**config.mk**
```make
export PLATFORM = sky130hd
export DESIGN_NAME = low_voltage_monitor_ctrl
export DESIGN_NICKNAME = d
export VERILOG_FILES = /design/src/inc/lvm_pkg.sv /design/src/rtl/low_voltage_monitor_ctrl.sv
export VERILOG_INCLUDE_DIRS = /design/src /design/src/inc
export SDC_FILE = /design/constraint.sdc
export NUM_CORES = 1
export LEC_CHECK = 0
export ABC_CLOCK_PERIOD_IN_PS = 1020
export BUFFER_PORTS_ARGS = -buffer_cell sky130_fd_sc_hd__buf_2
export CAP_MARGIN = 20
export CELL_PAD_IN_SITES_DETAIL_PLACEMENT = 0
export CELL_PAD_IN_SITES_GLOBAL_PLACEMENT = 2
export CORE_AREA = 2 2 68 87
export DETAILED_ROUTE_END_ITERATION = 16
export DIE_AREA = 0 0 70 89
export PLACE_DENSITY = 0.75
export SETUP_SLACK_MARGIN = 0.15
export SKIP_CTS_REPAIR_TIMING = 1
export SLEW_MARGIN = 20
export SYNTH_ARGS = -nofsm -noshare
export SYNTH_HDL_FRONTEND = slang
export SYNTH_SLANG_ARGS = --single-unit
```
**constraint.sdc**
```tcl
create_clock -name i_ref_clk -period 1.02 [get_ports i_ref_clk]
set_input_delay 0.153 -clock i_ref_clk [delete_from_list [all_inputs] [get_ports i_ref_clk]]
set_output_delay 0.153 -clock i_ref_clk [all_outputs]
set_load 0.02 [all_outputs]
```
**src/inc/lvm_map.svh**
```systemverilog
// Purpose: address map, field positions, reset values and timing of the
//          supply monitor control block
// Assumes: 8-bit registers on a 20-bit internal address bus
// Notes:   definitions only
`ifndef LVM_MAP_SVH
`define LVM_MAP_SVH

// register addresses
`define LVM_CTRL_ADDR 20'hF_FFA9
`define LVM_LEVEL_ADDR 20'hF_FFAA

// control register fields
`define LVM_CTRL_WEN_BIT 7
`define LVM_CTRL_MASK_BIT 1
`define LVM_CTRL_BELOW_BIT 0

// level/mode register fields
`define LVM_LEVEL_MODE_BIT 7
`define LVM_LEVEL_SEL_BIT 0

// reset values
`define LVM_CTRL_RST 8'h00
`define LVM_LEVEL_RST_COMBO 8'h00
`define LVM_LEVEL_RST_RESET 8'h81
`define LVM_LEVEL_RST_INT 8'h01

// option byte fields
`define LVM_OPT_MODE_LO_BIT 0
`define LVM_OPT_MODE_HI_BIT 1
`define LVM_OPT_RANGE_HI_BIT 7

// clock rate and comparator settling time
`define LVM_CLK_MHZ 100
`define LVM_SETTLE_NS 300
`define LVM_SETTLE_CYC ((`LVM_SETTLE_NS * `LVM_CLK_MHZ + 999) / 1000)

`endif

```
**src/inc/lvm_pkg.sv**
```systemverilog
// Purpose: shared types of the supply monitor control block
// Assumes: nothing
// Notes:   constants live in lvm_map.svh
package lvm_pkg;

   // operating mode taken from the option byte
   typedef enum logic [1:0] {
      MODE_OFF,
      MODE_INT,
      MODE_RESET,
      MODE_COMBO
   } mode_t;

   // one internal bus access
   typedef struct packed {
      logic wr;
      logic rd;
      logic [19:0] addr;
      logic [7:0] wdata;
      logic [7:0] wmask;
   } bus_req_t;

endpackage : lvm_pkg

```
**src/rtl/low_voltage_monitor_ctrl.sv**
```systemverilog
// Purpose: control logic of the supply voltage monitor: reset, interrupt,
//          level flag, reset cause and the two software registers
// Assumes: comparator outputs are asynchronous levels; option byte is static
// Notes:   resets from other sources arrive on i_rstn; the monitor's own
//          reset leaves these registers untouched
`timescale 1ns/1ps
`include "lvm_map.svh"

// Summary of operation
// - combined mode: upper releases/interrupts, lower resets
// - reset-only mode: reset while below single threshold
// - combined: interrupt below upper, reset below lower
// - interrupt mode: hold reset, then irq both crossings
// - below flag set under threshold, zero when off
// - monitor reset sets low-voltage reset cause flag
// - other resets clear control register to zero
// - control bits 1,0 read-only, bits 6-2 zero
// - level register writable only with write enable
// - combined: mask set by enable or settling
// - mask suppresses interrupt output and a monitor reset held between thresholds
// - level bit 7 selects interrupt/reset, bits 6-1 zero
// - level select zero compares against upper threshold
// - level register reset value from source and mode
// - mode and thresholds come from option byte
// - registers take single-bit and byte writes
// - level select one compares lower/single threshold
// - level resets 00H/81H/01H per mode, not by monitor
// - combined: interrupt sets mode and level bits
module low_voltage_monitor_ctrl #(
   parameter int ADDR_W = 20,
   parameter int SETTLE_CYC = `LVM_SETTLE_CYC
) (
   // clock and reset from other sources
   input wire logic i_ref_clk,
   input wire logic i_rstn,
   // option byte, held steady by the flash loader
   input wire logic [7:0] i_option_byte,
   // asynchronous comparator results
   input wire logic i_below_high,
   input wire logic i_below_low,
   // internal bus access
   input wire lvm_pkg::bus_req_t i_bus,
   output logic [7:0] o_bus_rdata,
   // reset cause flag and its clear from the reset-cause register
   input wire logic i_cause_clear,
   output logic o_reset_cause_lv,
   // monitor outputs
   output logic o_lvd_reset,
   output logic o_low_voltage_irq
);

   // refuse settings the address decode or counter cannot serve
   if (ADDR_W != 20)
   begin : g_bad_addr
      $error("ADDR_W must be 20");
   end
   if (SETTLE_CYC < 1 || SETTLE_CYC > 255)
   begin : g_bad_settle
      $error("SETTLE_CYC must be 1..255");
   end

   // merge a masked write into a stored byte, used by the level/mode register
   function automatic logic [7:0] merge_write(input logic [7:0] old_v,
                                              input logic [7:0] wd,
                                              input logic [7:0] wm);
      merge_write = (old_v & ~wm) | (wd & wm);
   endfunction : merge_write

   // reset release synchroniser
   logic rst_meta_q;
   logic rst_sync_q;
   // synchronised reset used by all other logic
   logic rstn_s;

   // reset asserts at once and releases after two edges
   always_ff @(posedge i_ref_clk or negedge i_rstn)
   begin
      if (!i_rstn)
      begin
         rst_meta_q <= 1'b0;
         rst_sync_q <= 1'b0;
      end
      else
      begin
         rst_meta_q <= 1'b1;
         rst_sync_q <= rst_meta_q;
      end
   end
   assign rstn_s = rst_sync_q;

   // comparator synchronisers, first stage read only by second
   logic hi_meta_q;
   logic hi_sync_q;
   logic lo_meta_q;
   logic lo_sync_q;

   always_ff @(posedge i_ref_clk or negedge rstn_s)
   begin
      // reset to below so the start-up hold begins from a low supply,
      // never from a false good reading before the first real sample
      if (!rstn_s)
      begin
         hi_meta_q <= 1'b1;
         hi_sync_q <= 1'b1;
         lo_meta_q <= 1'b1;
         lo_sync_q <= 1'b1;
      end
      else
      begin
         hi_meta_q <= i_below_high;
         hi_sync_q <= hi_meta_q;
         lo_meta_q <= i_below_low;
         lo_sync_q <= lo_meta_q;
      end
   end

   // decoded mode from the option byte
   lvm_pkg::mode_t mode;

   always_comb
   begin
      // range bit high with mode bit 0 set means the monitor is off
      if (i_option_byte[`LVM_OPT_RANGE_HI_BIT] && i_option_byte[`LVM_OPT_MODE_LO_BIT])
      begin
         mode = lvm_pkg::MODE_OFF;
      end
      else
      begin
         unique case (i_option_byte[`LVM_OPT_MODE_HI_BIT:`LVM_OPT_MODE_LO_BIT])
            2'b10: mode = lvm_pkg::MODE_COMBO;
            2'b11: mode = lvm_pkg::MODE_RESET;
            2'b01: mode = lvm_pkg::MODE_INT;
            // 00 is prohibited; treat as off so nothing fires
            default: mode = lvm_pkg::MODE_OFF;
         endcase
      end
   end

   // level/mode reset values per mode, bits picked by field position
   localparam logic [7:0] LEVEL_RST_COMBO = `LVM_LEVEL_RST_COMBO;
   localparam logic [7:0] LEVEL_RST_RESET = `LVM_LEVEL_RST_RESET;
   localparam logic [7:0] LEVEL_RST_INT = `LVM_LEVEL_RST_INT;
   // one cycle after release the mode-dependent reset values load
   logic init_done_q;
   // control register stored bit: write enable
   logic wen_q;
   // level/mode register stored bits
   logic mode_bit_q;
   logic level_sel_q;
   // settling countdown after interrupt or level change
   logic [7:0] settle_q;
   // monitor reset state, also the interrupt-mode start-up hold, and previous comparison
   logic lvd_rst_q;
   logic below_prev_q;
   // mask status seen by software and the outputs
   logic mask_status;
   // comparison against the selected threshold
   logic below_sel;
   // bus write strobes per register
   logic wr_ctrl;
   logic wr_level;
   // next value of level/mode on a software write
   logic [7:0] level_wr_d;
   // interrupt event, already masked in combined mode
   logic irq_event;

   assign wr_ctrl = i_bus.wr && (i_bus.addr == `LVM_CTRL_ADDR);
   assign wr_level = i_bus.wr && (i_bus.addr == `LVM_LEVEL_ADDR);
   assign level_wr_d = merge_write({mode_bit_q, 6'b00_0000, level_sel_q},
                                   i_bus.wdata, i_bus.wmask);

   assign below_sel = level_sel_q ? lo_sync_q : hi_sync_q;

   assign mask_status = (mode == lvm_pkg::MODE_COMBO) && (wen_q || (settle_q != 8'h00));

   // init flag marks that the mode reset values are in place
   always_ff @(posedge i_ref_clk or negedge rstn_s)
   begin
      if (!rstn_s)
      begin
         init_done_q <= 1'b0;
      end
      else
      begin
         init_done_q <= 1'b1;
      end
   end

   // write enable bit; i_rstn or a combined-mode write clears it, never the monitor reset
   always_ff @(posedge i_ref_clk or negedge rstn_s)
   begin
      if (!rstn_s)
      begin
         wen_q <= 1'b0;
      end
      else if (wr_ctrl && i_bus.wmask[`LVM_CTRL_WEN_BIT] && mode == lvm_pkg::MODE_COMBO)
      begin
         wen_q <= i_bus.wdata[`LVM_CTRL_WEN_BIT];
      end
   end

   // level/mode register: option-dependent value loaded after release
   always_ff @(posedge i_ref_clk or negedge rstn_s)
   begin
      if (!rstn_s)
      begin
         mode_bit_q <= 1'b0;
         level_sel_q <= 1'b0;
      end
      else if (!init_done_q)
      begin
         unique case (mode)
            lvm_pkg::MODE_COMBO:
            begin
               mode_bit_q <= LEVEL_RST_COMBO[`LVM_LEVEL_MODE_BIT];
               level_sel_q <= LEVEL_RST_COMBO[`LVM_LEVEL_SEL_BIT];
            end
            lvm_pkg::MODE_RESET:
            begin
               mode_bit_q <= LEVEL_RST_RESET[`LVM_LEVEL_MODE_BIT];
               level_sel_q <= LEVEL_RST_RESET[`LVM_LEVEL_SEL_BIT];
            end
            lvm_pkg::MODE_INT, lvm_pkg::MODE_OFF:
            begin
               mode_bit_q <= LEVEL_RST_INT[`LVM_LEVEL_MODE_BIT];
               level_sel_q <= LEVEL_RST_INT[`LVM_LEVEL_SEL_BIT];
            end
         endcase
      end
      else if (irq_event && mode == lvm_pkg::MODE_COMBO)
      begin
         mode_bit_q <= 1'b1;
         level_sel_q <= 1'b1;
      end
      else if (wr_level && wen_q && mode == lvm_pkg::MODE_COMBO)
      begin
         mode_bit_q <= level_wr_d[`LVM_LEVEL_MODE_BIT];
         level_sel_q <= level_wr_d[`LVM_LEVEL_SEL_BIT];
      end
   end

   // settling countdown; reloads on interrupt or level bit change
   always_ff @(posedge i_ref_clk or negedge rstn_s)
   begin
      if (!rstn_s)
      begin
         settle_q <= 8'h00;
      end
      else if ((irq_event && mode == lvm_pkg::MODE_COMBO)
               || (wr_level && wen_q && mode == lvm_pkg::MODE_COMBO
                   && level_wr_d[`LVM_LEVEL_SEL_BIT] != level_sel_q))
      begin
         settle_q <= 8'(SETTLE_CYC);
      end
      else if (settle_q != 8'h00)
      begin
         settle_q <= settle_q - 8'h01;
      end
   end

   // interrupt condition per mode; combined mode already applies the mask
   always_comb
   begin
      irq_event = 1'b0;
      unique case (mode)
         lvm_pkg::MODE_COMBO:
            irq_event = init_done_q && !mode_bit_q && !level_sel_q
                        && hi_sync_q && !below_prev_q && !mask_status;
         lvm_pkg::MODE_INT:
            irq_event = init_done_q && !lvd_rst_q && (lo_sync_q != below_prev_q);
         // reset-only and off modes never interrupt
         lvm_pkg::MODE_RESET, lvm_pkg::MODE_OFF:
            irq_event = 1'b0;
      endcase
   end

   // previous comparison, used for crossing detection
   always_ff @(posedge i_ref_clk or negedge rstn_s)
   begin
      if (!rstn_s)
      begin
         // matches the synchronisers' reset level: no false crossing
         below_prev_q <= 1'b1;
      end
      else
      begin
         below_prev_q <= (mode == lvm_pkg::MODE_INT) ? lo_sync_q : hi_sync_q;
      end
   end

   // monitor reset state; asserted from reset until the supply is good, cleared at the first edge when off
   always_ff @(posedge i_ref_clk or negedge rstn_s)
   begin
      if (!rstn_s)
      begin
         lvd_rst_q <= 1'b1;
      end
      else
      begin
         unique case (mode)
            lvm_pkg::MODE_COMBO:
            begin
               if (!hi_sync_q)
               begin
                  lvd_rst_q <= 1'b0;
               end
               else if (lo_sync_q)
               begin
                  lvd_rst_q <= 1'b1;
               end
            end
            lvm_pkg::MODE_RESET:
               lvd_rst_q <= lo_sync_q;
            lvm_pkg::MODE_INT:
            begin
               if (!lo_sync_q)
               begin
                  lvd_rst_q <= 1'b0;
               end
            end
            // monitor off: the external reset pin does the job
            lvm_pkg::MODE_OFF:
               lvd_rst_q <= 1'b0;
         endcase
      end
   end

   // mask gates reset output
   // the start-up hold stays visible; the mask only hides a reset held while the supply sits between the thresholds
   always_ff @(posedge i_ref_clk or negedge rstn_s)
   begin
      if (!rstn_s)
      begin
         o_lvd_reset <= 1'b1;
      end
      else
      begin
         o_lvd_reset <= lvd_rst_q && !(mask_status && init_done_q && hi_sync_q
                                        && !lo_sync_q);
      end
   end

   always_ff @(posedge i_ref_clk or negedge rstn_s)
   begin
      if (!rstn_s)
      begin
         o_low_voltage_irq <= 1'b0;
      end
      else
      begin
         o_low_voltage_irq <= irq_event && !mask_status;
      end
   end

   // reset cause flag; a new monitor reset beats a clear
   always_ff @(posedge i_ref_clk or negedge rstn_s)
   begin
      if (!rstn_s)
      begin
         o_reset_cause_lv <= 1'b0;
      end
      else if (o_lvd_reset && init_done_q && mode != lvm_pkg::MODE_OFF)
      begin
         o_reset_cause_lv <= 1'b1;
      end
      else if (i_cause_clear)
      begin
         o_reset_cause_lv <= 1'b0;
      end
   end

   // registered read data, zero for unmapped addresses
   always_ff @(posedge i_ref_clk or negedge rstn_s)
   begin
      if (!rstn_s)
      begin
         o_bus_rdata <= 8'h00;
      end
      else if (i_bus.rd)
      begin
         if (i_bus.addr == `LVM_CTRL_ADDR)
         begin
            o_bus_rdata <= {wen_q, 5'b0_0000, mask_status,
                            below_sel && mode != lvm_pkg::MODE_OFF};
         end
         else if (i_bus.addr == `LVM_LEVEL_ADDR)
         begin
            o_bus_rdata <= {mode_bit_q, 6'b00_0000, level_sel_q};
         end
         else
         begin
            o_bus_rdata <= 8'h00;
         end
      end
   end

endmodule : low_voltage_monitor_ctrl

```
# Word level (Yosys, flattened, before mapping)
# Index checks and enable logic that the tools add are counted.
# word_totals
out_inout_bits	11
in_bits	51
ff_bits	31
wordCells	101
# classes
mux	23
n_addsub	1
reduce_logical	43
bitwise_logic	4
n_eq_ne	13
# ops
cell	count
$eq 20x20->1 const B	2
$mux 8	4
$logic_and 1x1->1	25
$and 8x8->8	2
$mux 1	13
$eq 2x2->1 const B	4
$not 8->8	1
$or 8x8->8	1
$reduce_bool 8->1	1
$sub 8x1->8 const B	1
$logic_not 1->1	7
$pmux 2 s3	1
$reduce_bool 2->1	3
$reduce_or 3->1	2
$eq 2x1->1 const B	2
$pmux 1 s2	2
$pmux 1 s4	1
$ne 3x1->1 const B	1
$ne 3x3->1 const B	1
$pmux 1 s3	1
$logic_not 2->1	1
$logic_or 1x1->1	2
$mux 2	1
$ne 1x1->1	2
other kinds (3)	3

# Logic depth before layout (Yosys ltp)
# logic_depth
ltp_word	11
depth_mapped	7
depth_no_buf	6

# Least setup slack after synthesis
# Ideal clock, no wire load.
# synth_path
kind	in2reg
startpoint	input i_bus[20] (netlist name)
endpoint	register wen_q
setup_ns	0.128
path_buffers	1
setup_slack_ns	-0.684
stages	5
t_arrival_ns	1.576
required_ns	0.892
cell_sequence	nand4bb_1 or4_4 buf_6 nor4_2 mux2_1
# synth_between
elab_chain_len	4
# synth_rtl
element	line_no	source
from (decl)	low_voltage_monitor_ctrl.sv:42	input wire lvm_pkg::bus_req_t i_bus,
$eq 20x20->1 (no line)	-	
$logic_and 1x1->1	low_voltage_monitor_ctrl.sv:167	assign wr_ctrl = i_bus.wr && (i_bus.addr == `LVM_CTRL_ADDR);
$logic_and 1x1->1 (2 in series)	low_voltage_monitor_ctrl.sv:196	else if (wr_ctrl && i_bus.wmask[`LVM_CTRL_WEN_BIT] && mode == lvm_pkg::MODE_COMBO)
to (signal assigned)	low_voltage_monitor_ctrl.sv:198	wen_q <= i_bus.wdata[`LVM_CTRL_WEN_BIT];
to (decl)	low_voltage_monitor_ctrl.sv:146	logic wen_q;
# No other way between the ends.
# A chain may end at the register's enable or synchronous reset.

# Worst setup path in the final report
# layout_path
startpoint	register settle_q[0]
endpoint	register settle_q[3]
# layout_between
elab_chain_len	9
word_cells_on_any_way	12
classes_between	add/sub: 1; mux: 3; reduce/logical: 8
# layout_rtl
element	line_no	source
from (decl)	low_voltage_monitor_ctrl.sv:151	logic [7:0] settle_q;
from (signal assigned)	low_voltage_monitor_ctrl.sv:253	settle_q <= 8'(SETTLE_CYC);
from (signal assigned)	low_voltage_monitor_ctrl.sv:257	settle_q <= settle_q - 8'h01;
$reduce_bool 8->1	low_voltage_monitor_ctrl.sv:174, low_voltage_monitor_ctrl.sv:255	
$logic_or 1x1->1	low_voltage_monitor_ctrl.sv:174	assign mask_status = (mode == lvm_pkg::MODE_COMBO) && (wen_q || (settle_q != 8'h00));
$logic_and 1x1->1	low_voltage_monitor_ctrl.sv:174	
$logic_not 1->1	low_voltage_monitor_ctrl.sv:268	&& hi_sync_q && !below_prev_q && !mask_status;
$logic_and 1x1->1	low_voltage_monitor_ctrl.sv:268	
$pmux 1 s3	low_voltage_monitor_ctrl.sv:265	unique case (mode)
$logic_and 1x1->1	low_voltage_monitor_ctrl.sv:249	else if ((irq_event && mode == lvm_pkg::MODE_COMBO)
$logic_or 1x1->1	low_voltage_monitor_ctrl.sv:249	
$mux 8 or $reduce_bool 2->1 (tied branches)	-	
# Several ways; a longest one is shown, not always the timed one. The select of a mux whose other input is x is not followed.

==> results_dict.tcl <==
set metrics [dict create \
    path_clk_slew_ns 0.09 \
    ys_ff_latch 26 \
    setup_slack_ns -0.5401 \
    die_w_um 70 \
    slew_violations 0 \
    period_share_pct 153.0 \
    dp_cells 281 \
    crit_start "settle_q[0]" \
    arrival_ns 1.72 \
    fillers 535 \
    whs_ns 0.1384 \
    htreeDepth 1 \
    tns_ns -6.614 \
    rsz0062_at_grt "yes" \
    grt_pass1_wl_mm 6.492 \
    gp_congestion 0.8701 \
    slowest_stage "dfrtp_1" \
    layout-drive-gt1-share_pct 57.76 \
    irDropWorstVdd_v 0.0005408 \
    cp_max_fo 6 \
    fin_worst_skew_ns 0.0008809 \
    path_depth 7 \
    core_sq_um 5330 \
    grt_max_degree 25 \
    wl_per_cell_um 13.86 \
    portBuffers 39 \
    synthArstFlopShare_pct 100.0 \
    dieArea_sq_um 6230 \
    syn_area_per_cell_sq_um 10.16 \
    syn_area_sq_um 1474 \
    clock-root-buffer "clkbuf_8" \
    ios 62 \
    timing.fmax_ghz 0.6410 \
    routed_wl_mm 4.102 \
    path_class "reg2reg" \
    path_buf_inv 2 \
    cts_tree "built" \
    worst_setup_path_start_kind "flop" \
    grt.total_usage_pct 12.87 \
    dp_hpwl_mm 3.104 \
    finalSetupViolations 18 \
    ys.flop_type "dfrtp_1" \
    regToRegSetupSlack_ns -0.54 \
    grt_pass1_vias 1473 \
    outcome "finished, violations left" \
    critPathRequiredTime_ns 1.18 \
    syn_inst 145 \
    violations "negative setup slack" \
    end_kind "flop" \
    antenna_found_initial 0 \
    max_stage_delay_ns 0.38 \
    ys_seq_area_share_pct 44.74 \
    cts_buffers 3 \
    row_count 30 \
    min_path_type "in2reg" \
    synth_edf_count 0 \
    cp_top_family "flip-flops" \
    grt_overflow 0 \
    hold_viol_final 0 \
    crit_path_cell_trace "inv_2 -> ha_4 -> nor3b_4 -> buf_6 -> a2111oi_4 -> xnor2_1 -> nand2_1" \
    start_util_pct 27.65 \
    max_cap_violations 0 \
    power.density_nw_per_um2 902.3 \
    yosysUniqueCellTypes 51 \
    synthToLayoutAreaGrowth_pct 68.68 \
    viasPerCell 4.740 \
    nets 290 \
    vias 1403 \
    stdcell_count 296 \
    drt-initial-drc-count 35 \
    fin_crit_ns 1.560 \
    crit_end "settle_q[3]" \
    clk_latency_ns 0.27 \
    insertedDiodeCount 0 \
    die_h_um 89 \
    clk_path_buf_depth 2 \
    cts_sinks 26 \
    antenna_left 0 \
    yosys_warnings 0 \
    drt_first_pass_iters 4 \
    r2r_end "settle_q[3]" \
    leakage_nw 1.118 \
    remaining_drc_errors 0 \
    rr_startpoint "settle_q[0]" \
    power.total_mw 2.243 \
    reg2regPathDepth 7 \
]
## synthesized netlist by cell type, types with 2 or more instances
library cell,number,area (sq um)
mux2_2,2,22.52
o31ai_1,2,15.01
conb_1,2,7.510
dfstp_2,7,183.9
inv_1,10,37.54
nor3_1,2,10.01
dfrtp_1,19,475.5
nor2b_1,2,12.51
nand3b_1,3,22.52
nor2_1,12,45.04
xnor2_1,5,43.79
o311a_1,2,20.02
a21oi_1,4,20.02
nand2_1,9,33.78
a31oi_1,3,18.77
ha_1,6,75.07
clkbuf_1,2,7.510
nor4_1,2,12.51
nand2b_1,6,37.54
nand3_1,6,30.03
buf_4,5,37.54
nand4_1,5,31.28
## cells in the final DEF (no fill, tap or decap), drive strengths merged, types with 3 or more instances in the layout
| cell type | netlist | final |
|---|---|---|
| buf | 6 | 83 |
| dfrtp | 19 | 19 |
| nor2 | 12 | 12 |
| inv | 10 | 10 |
| nand2 | 9 | 9 |
| conb | 2 | 7 |
| dfstp | 7 | 7 |
| nand3 | 6 | 6 |
| nand4 | 6 | 6 |
| nand2b | 6 | 6 |
| ha | 6 | 6 |
| xnor2 | 5 | 5 |
| clkbuf | 2 | 4 |
| a21oi | 4 | 4 |
| nand3b | 3 | 3 |
| dlygate4sd3 | 0 | 3 |
| mux2 | 3 | 3 |
| nor4 | 3 | 3 |
| a31oi | 3 | 3 |
## layout make-up
type                            instances  area [sq um]  area share, %
Tap cell                               64         80.08          3.221
Clock buffer                            4         55.05          2.214
Sequential cell                        26         659.4          26.52
Inverter                               10         42.54          1.711
Timing Repair Buffer                   86         671.9          27.03
Multi-Input combinational cell        106         977.2          39.31
## worst min-delay path by stage
| stage | cells past startpoint | to | from | slack, ns |
|---|---|---|---|---|
| 6_report | 2 | wen_q | i_bus[15] | 0.14 |
| 2_1_floorplan | 0 | rst_meta_q | i_rstn | -0.14 |
| 3_5_place_dp | 1 | rst_meta_q | i_rstn | -0.06 |
| 4_1_cts | 1 | rst_meta_q | i_rstn | -0.36 |
| 3_3_place_gp | 1 | rst_meta_q | i_rstn | -0.06 |
| 5_1_grt | 2 | wen_q | i_bus[15] | 0.13 |
## state kept, by name, indices dropped and copies added (netlist names)
name and cells:
lvd_rst_q 1, wen_q 1, settle_q 8, init_done_q 1
o_lvd_reset 1, mode_bit_q 1, rst_sync_q 1, below_prev_q 1
hi_meta_q 1, o_low_voltage_irq 1, hi_sync_q 1, rst_meta_q 1
o_bus_rdata 3, lo_sync_q 1, level_sel_q 1, o_reset_cause_lv 1
lo_meta_q 1
## metrics by stage
step	setup WS (ns)	area [sq um]	utilization (%)
3_3_place_gp	-0.6418	2066	38.76
6_report	-0.5401	2486	46.64
3_5_place_dp	-0.6809	2066	38.76
5_1_grt	-0.6218	2486	46.64
2_1_floorplan	-0.5203	1577	-
4_1_cts	-0.6598	2121	39.79
## cell families after synthesis
logic type	after synthesis	synth area share [%]
xor gates and xnor gates	6	3.565
adders and majority gates	6	5.093
buffers and inverters	18	6.367
muxes	3	2.292
other	2	0.5095
AOI/OAI and AO/OA	25	13.75
and+or+nand+nor	59	23.68
DFF	26	44.74
## routing by layer
metal  GRT usage, %  share of wire, %  up-vias  wire length, um
met5              0                 0        -                0
met4          4.196              0.66        0               27
met3          2.029               2.7        2              109
met2          24.42                59       20             2423
met1          14.86                38      696             1541
li1               -                 -      685                -
## power by group
part | total [mW] | internal (mW) | switching (mW)
Clock | 0.660 | 0.345 | 0.315
Combinational | 0.473 | 0.254 | 0.219
Sequential | 1.11 | 1.09 | 0.0249
Total | 2.24 | 1.68 | 0.559
## worst reg2reg max path, stage by stage (launching register included)
cell and delay [ns]:
dfrtp_1 0.38, inv_2 0.06, ha_4 0.15, nor3b_4 0.15, buf_6 0.13, a2111oi_4 0.35
xnor2_1 0.16, nand2_1 0.07
Power figures use the tool's default switching activity.
